==> config.mk <==
export PLATFORM = sky130hd
export DESIGN_NAME = lin_mode_control_divider
export DESIGN_NICKNAME = d
export VERILOG_FILES = /design/src/pkg/lin_pkg.sv /design/src/logic/lin_mode_control_divider.sv
export VERILOG_INCLUDE_DIRS = /design/src /design/src/pkg
export SDC_FILE = /design/constraint.sdc
export NUM_CORES = 1
export LEC_CHECK = 0
export BUFFER_PORTS_ARGS = -buffer_cell sky130_fd_sc_hd__buf_2
export CORE_ASPECT_RATIO = 1.2
export CORE_UTILIZATION = 58
export DETAILED_ROUTE_END_ITERATION = 10
export GPL_TIMING_DRIVEN = 1
export PLACE_DENSITY_LB_ADDON = 0.25
export SYNTH_ARGS = -nofsm -noshare
export SYNTH_HDL_FRONTEND = slang
export SYNTH_SLANG_ARGS = --single-unit
==> constraint.sdc <==
create_clock -name clk_i -period 4.38 [get_ports clk_i]
set_input_delay 0.657 -clock clk_i [delete_from_list [all_inputs] [get_ports clk_i]]
set_output_delay 0.657 -clock clk_i [all_outputs]
set_load 0.05 [all_outputs]
==> src/pkg/lin_mode_cfg.svh <==
`ifndef LIN_MODE_CFG_SVH
`define LIN_MODE_CFG_SVH
// register indices, byte address is four times the index
`define LIN_IDX_STATUS 3'h0
`define LIN_IDX_DATA 3'h1
`define LIN_IDX_MANT 3'h2
`define LIN_IDX_CR1 3'h3
`define LIN_IDX_CR2 3'h4
`define LIN_IDX_CR3 3'h5
`define LIN_IDX_HLEN 3'h6
`define LIN_IDX_FRAC 3'h7
// control_register_two fields
`define LIN_CR2_MUTE 1
`define LIN_CR2_SBK 0
// status_register fields
`define LIN_SR_RXFULL 5
`define LIN_SR_HDRERR 3
// reset values and header length markers
`define LIN_RST_CR 8'h00
`define LIN_RST_DIV 8'h00
`define LIN_RST_HLEN 8'h00
`define LIN_HLEN_BREAK 8'hFF
`define LIN_HLEN_TMO 8'h00
// bit and edge counts
`define LIN_RX_BREAK_BITS 11
`define LIN_TX_BREAK_MASTER 13
`define LIN_TX_BREAK_PLAIN 10
`define LIN_HDR_MAX_BITS 57
`define LIN_SYNC_FALLS 5
`endif

==> src/pkg/lin_pkg.sv <==
package lin_pkg;
    // active divider: mantissa and sixteenths
    typedef struct packed {
        logic [7:0] mant;
        logic [3:0] frac;
    } divider_t;
    // control_register_three layout, bit 7 first
    typedef struct packed {
        logic upd_deferred;
        logic lin_enable;
        logic slave_select;
        logic auto_sync;
        logic hdr_method;
        logic hdr_irq_en;
        logic hdr_flag;
        logic sync_state;
    } lin_ctrl_t;
    // header receive states
    typedef enum logic [2:0] {
        HS_IDLE, HS_BREAK, HS_DELIM, HS_SYNC, HS_IDENT
    } hdr_state_t;
endpackage : lin_pkg

==> src/logic/lin_mode_control_divider.sv <==
// Added by the designer: the placing of the registers and the Avalon-MM interface to the registers.
`timescale 1ns/1ps
`include "lin_mode_cfg.svh"
module lin_mode_control_divider #(
    parameter int unsigned RX_BREAK_BITS = `LIN_RX_BREAK_BITS,
    parameter int unsigned TX_BREAK_MASTER = `LIN_TX_BREAK_MASTER,
    parameter int unsigned TX_BREAK_PLAIN = `LIN_TX_BREAK_PLAIN,
    parameter int unsigned HDR_MAX_BITS = `LIN_HDR_MAX_BITS
) (
    input wire logic clk_i, // 50 MHz system clock
    input wire logic rst_b_i, // async reset, active low
    input wire logic [4:0] avs_address_i, // byte address
    input wire logic avs_read_i, // read request
    input wire logic avs_write_i, // write request
    input wire logic [3:0] avs_byteenable_i, // lane 0 carries data
    input wire logic [31:0] avs_writedata_i, // write data
    output logic [31:0] avs_readdata_o, // read data
    output logic avs_waitrequest_o, // high while not ready
    input wire logic serial_rx_pin_i, // receive line level
    input wire logic rx_full_i, // receive buffer full flag
    input wire logic plain_wake_i, // plain serial wake event pulse
    input wire logic tx_idle_i, // current word fully shifted
    input wire logic tx_bit_tick_i, // one pulse per transmit bit
    output logic tx_break_o, // force transmit line low
    output logic mute_o, // receiver in mute mode
    output lin_pkg::divider_t baud_div_o, // active baud divider
    output logic baud_clk_en_o, // serial clocks running
    output logic lin_master_o, // master mode selected
    output logic lin_slave_o, // slave mode selected
    output logic header_irq_o // header interrupt request
);
    import lin_pkg::*;

    localparam logic [7:0] BRK_Q = 8'(RX_BREAK_BITS * 4);
    localparam logic [7:0] HDR_Q = 8'(HDR_MAX_BITS * 4);
    localparam logic [2:0] SYNC_F = 3'(`LIN_SYNC_FALLS);
    localparam logic [3:0] TXB_M = 4'(TX_BREAK_MASTER);
    localparam logic [3:0] TXB_P = 4'(TX_BREAK_PLAIN);

    // ************************************************
    // parameter checks
    // ************************************************
    if (RX_BREAK_BITS < 1 || RX_BREAK_BITS > 63 || HDR_MAX_BITS > 63 ||
        TX_BREAK_MASTER < 1 || TX_BREAK_MASTER > 15 ||
        TX_BREAK_PLAIN < 1 || TX_BREAK_PLAIN > 15) begin : g_chk
        $error("lin_mode_control_divider: unsupported bit counts");
    end

    // ************************************************
    // bus slave
    // ************************************************
    logic wait_q;
    logic [31:0] rdata_q;
    logic acc, wr, rd, slave, master;
    logic [2:0] idx;
    logic [7:0] wd, rd_val;
    logic mute_q, sbk_q, hdr_err_q, arm_q, rx_full_q, rx_prev_q;
    lin_ctrl_t cr_q;
    divider_t div_q, shadow_q;
    logic [7:0] hlen_q;
    hdr_state_t st_q;
    logic hdr_set, brk_evt, tmo_evt, as_upd, rx_rise, fall;
    divider_t as_val;

    assign idx = avs_address_i[4:2];
    assign wd = avs_writedata_i[7:0];
    // accepted at the edge where waitrequest is seen low
    assign acc = (avs_read_i | avs_write_i) & ~wait_q;
    assign wr = acc & avs_write_i & avs_byteenable_i[0];
    assign rd = acc & avs_read_i;
    assign master = cr_q.lin_enable & ~cr_q.slave_select;
    assign slave = cr_q.lin_enable & cr_q.slave_select;
    assign rx_rise = rx_full_i & ~rx_full_q;
    assign fall = rx_prev_q & ~serial_rx_pin_i;

    // read mux; data and cr1 slots belong to the plain path, read zero
    always_comb begin
        rd_val = 8'h00;
        case (idx)
            `LIN_IDX_STATUS: begin
                rd_val[`LIN_SR_RXFULL] = rx_full_i;
                rd_val[`LIN_SR_HDRERR] = hdr_err_q;
            end
            `LIN_IDX_CR2: rd_val = {6'h00, mute_q, sbk_q};
            `LIN_IDX_CR3: rd_val = cr_q;
            // divider overlays the prescaler slots in slave mode
            `LIN_IDX_MANT: rd_val = slave ? div_q.mant : 8'h00;
            `LIN_IDX_FRAC: rd_val = slave ? {4'h0, div_q.frac} : 8'h00;
            // header length visible only when in use
            `LIN_IDX_HLEN: rd_val = (slave & (cr_q.auto_sync | cr_q.hdr_method)) ?
                hlen_q : 8'h00;
            default: rd_val = 8'h00;
        endcase
    end

    // one wait state, then answer; read data registered with it
    always_ff @(posedge clk_i or negedge rst_b_i) begin
        if (!rst_b_i) begin
            wait_q <= 1'b1;
            rdata_q <= 32'h0000_0000;
        end else begin
            wait_q <= ~((avs_read_i | avs_write_i) & wait_q);
            if ((avs_read_i | avs_write_i) & wait_q) begin
                rdata_q <= {24'h00_0000, rd_val};
            end
        end
    end

    // ************************************************
    // control register two
    // ************************************************
    always_ff @(posedge clk_i or negedge rst_b_i) begin
        if (!rst_b_i) begin
            mute_q <= 1'b0;
            sbk_q <= 1'b0;
        end else begin
            // wake-up clears mute, beating a same-cycle write
            // slave wakes on header, else plain wake event
            if (slave ? hdr_set : plain_wake_i) begin
                mute_q <= 1'b0;
            // locked while buffer full in slave mode
            end else if (wr && idx == `LIN_IDX_CR2 && !(slave && rx_full_i)) begin
                mute_q <= wd[`LIN_CR2_MUTE];
            end
            if (wr && idx == `LIN_IDX_CR2) begin
                sbk_q <= wd[`LIN_CR2_SBK];
            end
        end
    end

    // ************************************************
    // control register three and flags
    // ************************************************
    always_ff @(posedge clk_i or negedge rst_b_i) begin
        if (!rst_b_i) begin
            cr_q <= `LIN_RST_CR;
            arm_q <= 1'b0;
            hdr_err_q <= 1'b0;
            rx_full_q <= 1'b0;
        end else begin
            rx_full_q <= rx_full_i;
            if (wr && idx == `LIN_IDX_CR3) begin
                cr_q.lin_enable <= wd[6];
                cr_q.slave_select <= wd[5];
                cr_q.auto_sync <= wd[4];
                cr_q.hdr_method <= wd[3];
                cr_q.hdr_irq_en <= wd[2];
            end
            // hardware clear on new character wins over a write
            if (rx_rise) begin
                cr_q.upd_deferred <= 1'b0;
            end else if (wr && idx == `LIN_IDX_CR3) begin
                cr_q.upd_deferred <= wd[7];
            end
            // status access arms the flag clear
            if (acc) begin
                arm_q <= (idx == `LIN_IDX_STATUS);
            end
            // set wins over the clear sequence
            if (hdr_set) begin
                cr_q.hdr_flag <= 1'b1;
            end else if (rd && arm_q && idx == `LIN_IDX_CR3) begin
                cr_q.hdr_flag <= 1'b0;
            end
            if (tmo_evt) begin
                hdr_err_q <= 1'b1;
            end else if (rd && arm_q && idx == `LIN_IDX_DATA) begin
                hdr_err_q <= 1'b0;
            end
            // sync state mirrors the header machine
            cr_q.sync_state <= (st_q == HS_DELIM || st_q == HS_SYNC);
        end
    end

    // ************************************************
    // baud divider
    // ************************************************
    always_ff @(posedge clk_i or negedge rst_b_i) begin
        if (!rst_b_i) begin
            div_q <= {`LIN_RST_DIV, 4'h0};
            shadow_q <= {`LIN_RST_DIV, 4'h0};
        end else begin
            // fraction only lands in the shadow
            if (wr && slave && idx == `LIN_IDX_FRAC) begin
                shadow_q.frac <= wd[3:0];
            end else if (as_upd) begin
                shadow_q.frac <= as_val.frac;
            end
            if (wr && slave && idx == `LIN_IDX_MANT) begin
                shadow_q.mant <= wd;
            end else if (as_upd) begin
                shadow_q.mant <= as_val.mant;
            end
            // auto-sync first, then immediate mantissa write
            if (as_upd) begin
                div_q <= as_val;
            end else if (wr && slave && idx == `LIN_IDX_MANT && !cr_q.upd_deferred) begin
                div_q <= {wd, shadow_q.frac};
            // deferred reload at next character, old value if unwritten
            end else if (rx_rise && cr_q.upd_deferred && slave) begin
                div_q <= shadow_q;
            end
        end
    end

    // ************************************************
    // header receive machine
    // ************************************************
    logic [9:0] qcnt_q;
    logic [7:0] lowq_q, hdrq_q;
    logic [15:0] cyc_q;
    logic [2:0] falls_q;
    logic qtick;
    // quarter bit is four sixteenths of the divider
    assign qtick = (qcnt_q == 10'(div_q[11:2] - 10'h001));
    assign as_val = divider_t'(cyc_q[14:3]);

    always_ff @(posedge clk_i or negedge rst_b_i) begin
        if (!rst_b_i) begin
            st_q <= HS_IDLE;
            qcnt_q <= 10'h000;
            lowq_q <= 8'h00;
            hdrq_q <= 8'h00;
            cyc_q <= 16'h0000;
            falls_q <= 3'h0;
            rx_prev_q <= 1'b1;
        end else begin
            rx_prev_q <= serial_rx_pin_i;
            qcnt_q <= qtick ? 10'h000 : 10'(qcnt_q + 10'h001);
            if (qtick && hdrq_q != 8'hFF) begin
                hdrq_q <= 8'(hdrq_q + 8'h01);
            end
            // machine held idle outside slave mode
            // and while the serial clock is stopped
            if (!slave || div_q.mant == 8'h00) begin
                st_q <= HS_IDLE;
            // software clear aborts the sync state
            end else if (wr && idx == `LIN_IDX_CR3 && !wd[0] &&
                         (st_q == HS_DELIM || st_q == HS_SYNC)) begin
                st_q <= HS_IDLE;
            end else if (tmo_evt) begin
                st_q <= HS_IDLE;
            end else begin
                case (st_q)
                    HS_IDLE: begin
                        if (fall) begin
                            st_q <= HS_BREAK;
                            qcnt_q <= 10'h000;
                            lowq_q <= 8'h00;
                            hdrq_q <= 8'h00;
                        end
                    end
                    HS_BREAK: begin
                        if (serial_rx_pin_i) begin
                            st_q <= HS_IDLE;
                        end else if (qtick) begin
                            lowq_q <= 8'(lowq_q + 8'h01);
                            // 11 low bit times make a break
                            if (8'(lowq_q + 8'h01) == BRK_Q) begin
                                st_q <= HS_DELIM;
                            end
                        end
                    end
                    HS_DELIM: begin
                        if (fall) begin
                            st_q <= HS_SYNC;
                            // start at one so the first falling edge's cycle is counted
                            cyc_q <= 16'h0001;
                            falls_q <= 3'h1;
                        end
                    end
                    HS_SYNC: begin
                        // time from first to last falling edge
                        cyc_q <= 16'(cyc_q + 16'h0001);
                        if (fall) begin
                            falls_q <= 3'(falls_q + 3'h1);
                            if (3'(falls_q + 3'h1) == SYNC_F) begin
                                st_q <= cr_q.hdr_method ? HS_IDENT : HS_IDLE;
                            end
                        end
                    end
                    HS_IDENT: begin
                        if (rx_rise) begin
                            st_q <= HS_IDLE;
                        end
                    end
                    default: st_q <= HS_IDLE;
                endcase
            end
        end
    end

    // header events
    assign brk_evt = slave && st_q == HS_BREAK && !serial_rx_pin_i && qtick &&
        8'(lowq_q + 8'h01) == BRK_Q;
    // break alone, or identifier after break and sync
    assign hdr_set = cr_q.hdr_method ? (slave && st_q == HS_IDENT && rx_rise) : brk_evt;
    assign tmo_evt = slave && st_q != HS_IDLE && st_q != HS_BREAK && hdrq_q > HDR_Q;
    // measurement only applied when auto-sync is on
    assign as_upd = slave && cr_q.auto_sync && st_q == HS_SYNC && fall &&
        3'(falls_q + 3'h1) == SYNC_F;

    // ************************************************
    // header length capture
    // ************************************************
    always_ff @(posedge clk_i or negedge rst_b_i) begin
        if (!rst_b_i) begin
            hlen_q <= `LIN_RST_HLEN;
        end else begin
            // header value wins over break marker
            // quarters left of the 57 bit budget
            if (hdr_set) begin
                hlen_q <= 8'(HDR_Q - hdrq_q - {7'h00, qtick}); // quarter ending now counts
            end else if (brk_evt) begin
                hlen_q <= `LIN_HLEN_BREAK;
            end else if (tmo_evt) begin
                hlen_q <= `LIN_HLEN_TMO;
            end
        end
    end

    // ************************************************
    // break transmission
    // ************************************************
    logic pend_q, txb_q;
    logic [3:0] tbits_q;
    always_ff @(posedge clk_i or negedge rst_b_i) begin
        if (!rst_b_i) begin
            pend_q <= 1'b0;
            txb_q <= 1'b0;
            tbits_q <= 4'h0;
        end else begin
            // a rising send-break request is remembered
            if (wr && idx == `LIN_IDX_CR2 && wd[`LIN_CR2_SBK] && !sbk_q && !slave) begin
                pend_q <= 1'b1;
            end else if (!txb_q && tx_idle_i && pend_q) begin
                pend_q <= 1'b0;
            end
            // slave mode never starts a break
            if (slave) begin
                txb_q <= 1'b0;
            end else if (!txb_q) begin
                if ((sbk_q || pend_q) && tx_idle_i) begin
                    txb_q <= 1'b1;
                    tbits_q <= 4'h0;
                end
            end else if (tx_bit_tick_i) begin
                tbits_q <= 4'(tbits_q + 4'h1);
                // master break is 13 bit times
                if (4'(tbits_q + 4'h1) == (master ? TXB_M : TXB_P)) begin
                    txb_q <= 1'b0;
                end
            end
        end
    end

    // ************************************************
    // registered outputs
    // ************************************************
    always_ff @(posedge clk_i or negedge rst_b_i) begin
        if (!rst_b_i) begin
            baud_clk_en_o <= 1'b1;
            lin_master_o <= 1'b0;
            lin_slave_o <= 1'b0;
            header_irq_o <= 1'b0;
        end else begin
            // clocks stop in slave mode with zero mantissa
            baud_clk_en_o <= !(slave && div_q.mant == 8'h00);
            lin_master_o <= master;
            lin_slave_o <= slave;
            header_irq_o <= slave && cr_q.hdr_irq_en && cr_q.hdr_flag;
        end
    end

    assign avs_readdata_o = rdata_q;
    assign avs_waitrequest_o = wait_q;
    assign tx_break_o = txb_q;
    assign mute_o = mute_q;
    assign baud_div_o = div_q;
endmodule : lin_mode_control_divider

# Word level (Yosys, flattened, before mapping)

Index checks and enable logic that the tools add are counted.

Reduce and logical (&&, ||, !) cells: 70
Bitwise gates (word level): 21
Mux-type cells: 72
Eq/ne operators: 29
$lt $le $gt $ge: 1
$add $sub $neg: 9

Operators with widths:

| kind                                                             | number |
|---|---|
| 8-bit 2-to-1 mux                                                 | 16 |
| 10-bit 2-to-1 mux                                                | 6 |
| 3-bit 2-to-1 mux                                                 | 14 |
| 1-bit logical AND                                                | 38 |
| 12-bit 2-to-1 mux                                                | 3 |
| 16-bit case mux with 2 select lines                              | 1 |
| 3-bit case mux with 5 select lines                               | 2 |
| 4-bit 2-to-1 mux                                                 | 6 |
| 2-bit nonzero test                                               | 10 |
| 3-bit == test (second input constant)                            | 6 |
| 1-bit 2-to-1 mux                                                 | 17 |
| 16-bit by 1-bit adder with 16-bit output (second input constant) | 1 |
| 8-bit by 1-bit adder with 8-bit output (second input constant)   | 2 |
| 16-bit 2-to-1 mux                                                | 1 |
| 8-bit case mux with 2 select lines                               | 1 |
| 7-bit AND reduction                                              | 2 |
| 2-bit != test (second input constant)                            | 6 |
| 6-bit != test (second input constant)                            | 2 |
| 10-bit by 1-bit adder with 10-bit output (second input constant) | 1 |
| 1-bit AND                                                        | 10 |
| 10-bit == test                                                   | 1 |
| 5-bit by 4-bit != test with 1-bit output (second input constant) | 2 |
| 5-bit != test (second input constant)                            | 2 |
| 1-bit case mux with 5 select lines                               | 2 |
| other kinds (26)                                                 | 50 |

Logic and storage cells: 236
Output and inout port bits: 51
Register bits: 113

# Longest topological paths before layout

Depth in word-level cells: 9
Mapped depth: 18
Mapped depth without buffers: 17

# Worst setup path after synthesis

No wires, ideal clock.

Path type: register -> register
Start point: register div_q, in the netlist baud_div_o[2]
End point: register hlen_q[7]
Buffers on the path: 1
Required time: 4.249 ns
Path slack: 0.222 ns
Arrival: 4.027 ns
Stages on the path, launching flop included: 19
Setup time: 0.131 ns
Cells stage by stage: dfrtp_1 -> clkbuf_1 -> inv_1 -> ha_1 -> nor3_1 -> nand3_1 -> a2111oi_2 -> o211a_1 -> nand2_1 -> ha_1 -> ha_1 -> inv_1 -> ha_1 -> inv_1 -> a211oi_1 -> o21ai_0 -> xor2_1 -> o41ai_1 -> nor3_1

Longest elaborated chain between the ends: 6
Elaborated cells on any way between the ends: 9
Those cells by class: add/sub: 2; eq/ne: 1; mux: 3; reduce/logical: 3

RTL lines:

| element                                                                                             | RTL line                        | RTL |
|---|---|---|
| start, declared                                                                                     | lin_mode_control_divider.sv:59  | `divider_t div_q, shadow_q;` |
| start signal, assigned                                                                              | lin_mode_control_divider.sv:180 | `` div_q <= {`LIN_RST_DIV, 4'h0}; `` |
| start signal, assigned                                                                              | lin_mode_control_divider.sv:196 | `div_q <= as_val;` |
| start signal, assigned                                                                              | lin_mode_control_divider.sv:198 | `div_q <= {wd, shadow_q.frac};` |
| 10-bit by 1-bit subtractor with 10-bit output *                                                     | lin_mode_control_divider.sv:215 | `assign qtick = (qcnt_q == 10'(div_q[11:2] - 10'h001));` |
| 10-bit == test *                                                                                    | lin_mode_control_divider.sv:215 |  |
| parallel branches: the longest is 4 deep, another holds 8-bit by 1-bit subtractor with 8-bit output | n/a                             |  |
| end signal, assigned                                                                                | lin_mode_control_divider.sv:308 | `` hlen_q <= `LIN_RST_HLEN; `` |
| end signal, assigned                                                                                | lin_mode_control_divider.sv:313 | `hlen_q <= 8'(HDR_Q - hdrq_q - {7'h00, qtick});` |
| end signal, assigned                                                                                | lin_mode_control_divider.sv:315 | `` hlen_q <= `LIN_HLEN_BREAK; `` |
| end, declared                                                                                       | lin_mode_control_divider.sv:60  | `logic [7:0] hlen_q;` |

Every way passes the cells marked *.
A chain may end at the register's enable or synchronous reset.

# Final worst setup path

Start point: register div_q, in the netlist baud_div_o[4]
End point: register hlen_q[7]

Same word-level chain as after synthesis.

==> reports/qor.csv <==
stage,metric,value,unit
clock_tree,CTS buffer count,9,
drt,WL/cell,18.1,µm
global_route,GRT Total Usage,0.300,
critical_path,worst reg2reg path depth,15,
pwr,Leak Pwr,0.00322,µW
drt,Iter 0 DRT Violations,355,
final_layout,most frequent cells in the layout,"dfrtp_1 (109), nand2_1 (95), o21ai_0 (85), buf_2 (46), nor2_1 (41)",
critical_path,crit path capture type,flip-flop,
sta,RSZ-0062 raised after global routing,no,
sta,fmax,249,MHz
sta,Tmin final,4.01,ns
synthesis,asr flop ratio synth,1.00,
drt,# DRC,0,
pwr,Tot Pwr,3140,µW
status,status,"complete, no violations",
critical_path,CP arrival,4.25,ns
floorplanning,Die Y-Extent,121,µm
synthesis,Synth Register Bits,112,
global_route,initial antenna violation count,0,
global_route,first-pass GRT wire length,28.3,mm
synthesis,warnings from Yosys,0,
critical_path,R2R setup slack,0.37,ns
synthesis,"Distinct cells, synth",74,
clock_tree,Clock Latency Late Sink,0.36,ns
sta,max-slew violations,0,
drt,post-route ant nets,0,
critical_path,Startpoint Class,flip-flop,
clock_tree,CTS Hold Bufs,0,
final_layout,synth-to-layout area growth,8.32,%
clock_tree,Post-CTS Resized,0,
synthesis,Mapped Avg Cell Area,8.97,µm²
sta,Slew HR,0.229,
pwr,VDD IR-drop max,0.000273,V
synthesis,Mapped Cells,769,
critical_path,crit path launch,baud_div_o[4],
place,input/output buffers,47,
final_layout,"commonest non-fill, non-tap cell in the layout",dfrtp_1,
place,dpl hpwl,12.4,mm
drt,vias,6057,
clock_tree,post-CTS setup buffer count,0,
run,max-cap check violation count,0,
critical_path,worst path required time,4.62,ns
floorplanning,Die Width,102,µm
synthesis,register area share after synthesis,0.407,
drt,Detailed Routing Iterations Pass 1,7,
clock_tree,root buf cell,clkbuf_16,
critical_path,critical path peak fanout,10,
final_layout,Nets,871,
final_layout,number of fillers in the final layout,978,
worst_hold_path,hold_sp,serial_rx_pin_i,
worst_hold_path,worst min path class,in -> reg,
drt,DRT Wirelength,17.4,mm
drt,via/cell ratio,6.30,
clock_tree,CTS tree,yes,
synthesis,commonest register cell after synthesis,dfrtp_1,
critical_path,CP endpoint,hlen_q[7],
global_route,grt total ovfl,0,
sta,final hold vios,0,
floorplanning,DIE AREA,12300,µm²
synthesis,synthesized area,6900,µm²
final_layout,register area,2810,µm²
sta,fin crit share,0.916,
place,GPL Wtd Cong,0.941,
floorplanning,Ports,101,
final_layout,Antenna Cells,0,
critical_path,r2r startpoint,baud_div_o[4],
sta,Setup Total Neg Slack,0,ns
sta,final setup violation count,0,
floorplanning,effective utilization at floorplan,0.597,
floorplanning,row cnt,43,
floorplanning,Core ar.,11600,µm²
final_layout,multi-input logic area,3760,µm²
clock_tree,H-tree Lvls,3,
global_route,pin count of the biggest net entering global routing,71,
global_route,vias in the first global route,5723,
sta,clk_skew,0.00791,ns
pwr,pwr dens,419,nW/µm²
critical_path,Crit Path Class,reg -> reg,
clock_tree,CTS max path bufs,2,
sta,Worst-Margin Slew,1.15,ns
clock_tree,register clock-pin slew on the reported worst setup and hold paths,0.07,ns
final_layout,ratio of cells with drive above 1 in the final layout,0.130,
synthesis,"EDFF count, synth",0,
clock_tree,Sinks on Clock Net,112,
critical_path,reg2reg end,hlen_q[7],
[flip-flops by register name, indices dropped and copies added (netlist names), 3 cells and up]
name and count:
shadow_q 12, qcnt_q 10, avs_readdata_o 8, tbits_q 4, falls_q 3, cr_q 8
lowq_q 8, hdrq_q 8, st_q 3, baud_div_o 12, hlen_q 8, cyc_q 15
[power by group]
group / switching, µW / internal [µW]
Combinational: 662 / 351
Sequential: 165 / 1150
Clock: 400 / 408
Total: 1230 / 1910
[final cells by class]
type	count	share of cell area
clock buffer	11	0.0325
clock inverter	5	0.00536
inverter	24	0.0121
multi-input combinational	593	0.504
sequential	112	0.375
tap	157	0.0263
timing repair buffer	60	0.0449
[Yosys cell counts, types with 7 or more instances]
cell type,instances,area share
o211ai_1,9,0.0098
nand2_1,95,0.052
nor4_1,7,0.0063
a21oi_1,31,0.022
clkbuf_1,28,0.015
ha_1,21,0.038
mux2i_1,26,0.038
nor2b_1,11,0.010
or3_1,15,0.014
nand4_1,9,0.0082
o21ai_0,85,0.062
inv_1,23,0.013
nand3_1,21,0.015
dfrtp_1,109,0.40
buf_4,26,0.028
xnor2_1,13,0.016
a211oi_1,8,0.0087
nor3_1,20,0.015
mux2_2,7,0.011
or4_1,8,0.0087
and3_1,13,0.012
o31ai_1,18,0.020
nand2b_1,11,0.010
xor2_1,13,0.016
nor2_1,41,0.022
[cells by family (layout without fill, tap and decap cells)]
group                      after synthesis  in the layout  share of synthesized area
adders and majority gates               21             21                     0.0381
xor gates and xnor gates                27             27                     0.0370
DFF                                    112            112                      0.407
muxes                                   33             33                     0.0491
AOI/OAI and AO/OA                      208            208                      0.198
buffers and inverters                   87            100                     0.0629
other                                    1             24                   0.000543
and+or+nand+nor                        280            280                      0.208
[worst max-delay path, stage by stage (launching register included)]
cell and delay (ns):
dfrtp_1 0.48, or3_1 0.53, or4_4 0.57, xnor2_4 0.20
o211a_1 0.22, nand2_1 0.16, ha_1 0.25, ha_1 0.18
inv_1 0.05, ha_1 0.17, inv_1 0.05, a211oi_1 0.35
o21ai_0 0.16, xor2_1 0.18, o41ai_1 0.25, nor3_1 0.09
[how the worst min path moves through the flow]
stage	endpoint	slack [ns]	depth (start not counted)
2_1_floorplan	arm_q	0.36	0
3_3_place_gp	avs_readdata_o[5]	0.46	1
3_5_place_dp	avs_readdata_o[5]	0.46	1
4_1_cts	rx_prev_q	0.41	1
5_1_grt	rx_prev_q	0.41	1
6_report	rx_prev_q	0.42	1
[per-stage QoR]
stage	util	area (µm²)	cells	hold WS, ns	setup slack, ns
after floorplan	-	6990	792	0.361	0.222
after global placement	0.622	7190	946	0.459	0.485
after detailed placement	0.622	7190	946	0.460	0.397
after CTS	0.646	7480	962	0.414	0.391
after global routing	0.646	7480	962	0.412	0.0785
final	0.646	7480	962	0.419	0.367
[layer usage]
metal | up-vias | part of all wire | GRT usage | wire [µm]
li1 | 2814 | - | - | -
met1 | 3000 | 0.41 | 0.371 | 7180
met2 | 192 | 0.50 | 0.497 | 8790
met3 | 51 | 0.042 | 0.0484 | 737
met4 | 0 | 0.040 | 0.158 | 704
met5 | - | 0 | 0 | 0
Power figures use the tool's default switching activity.
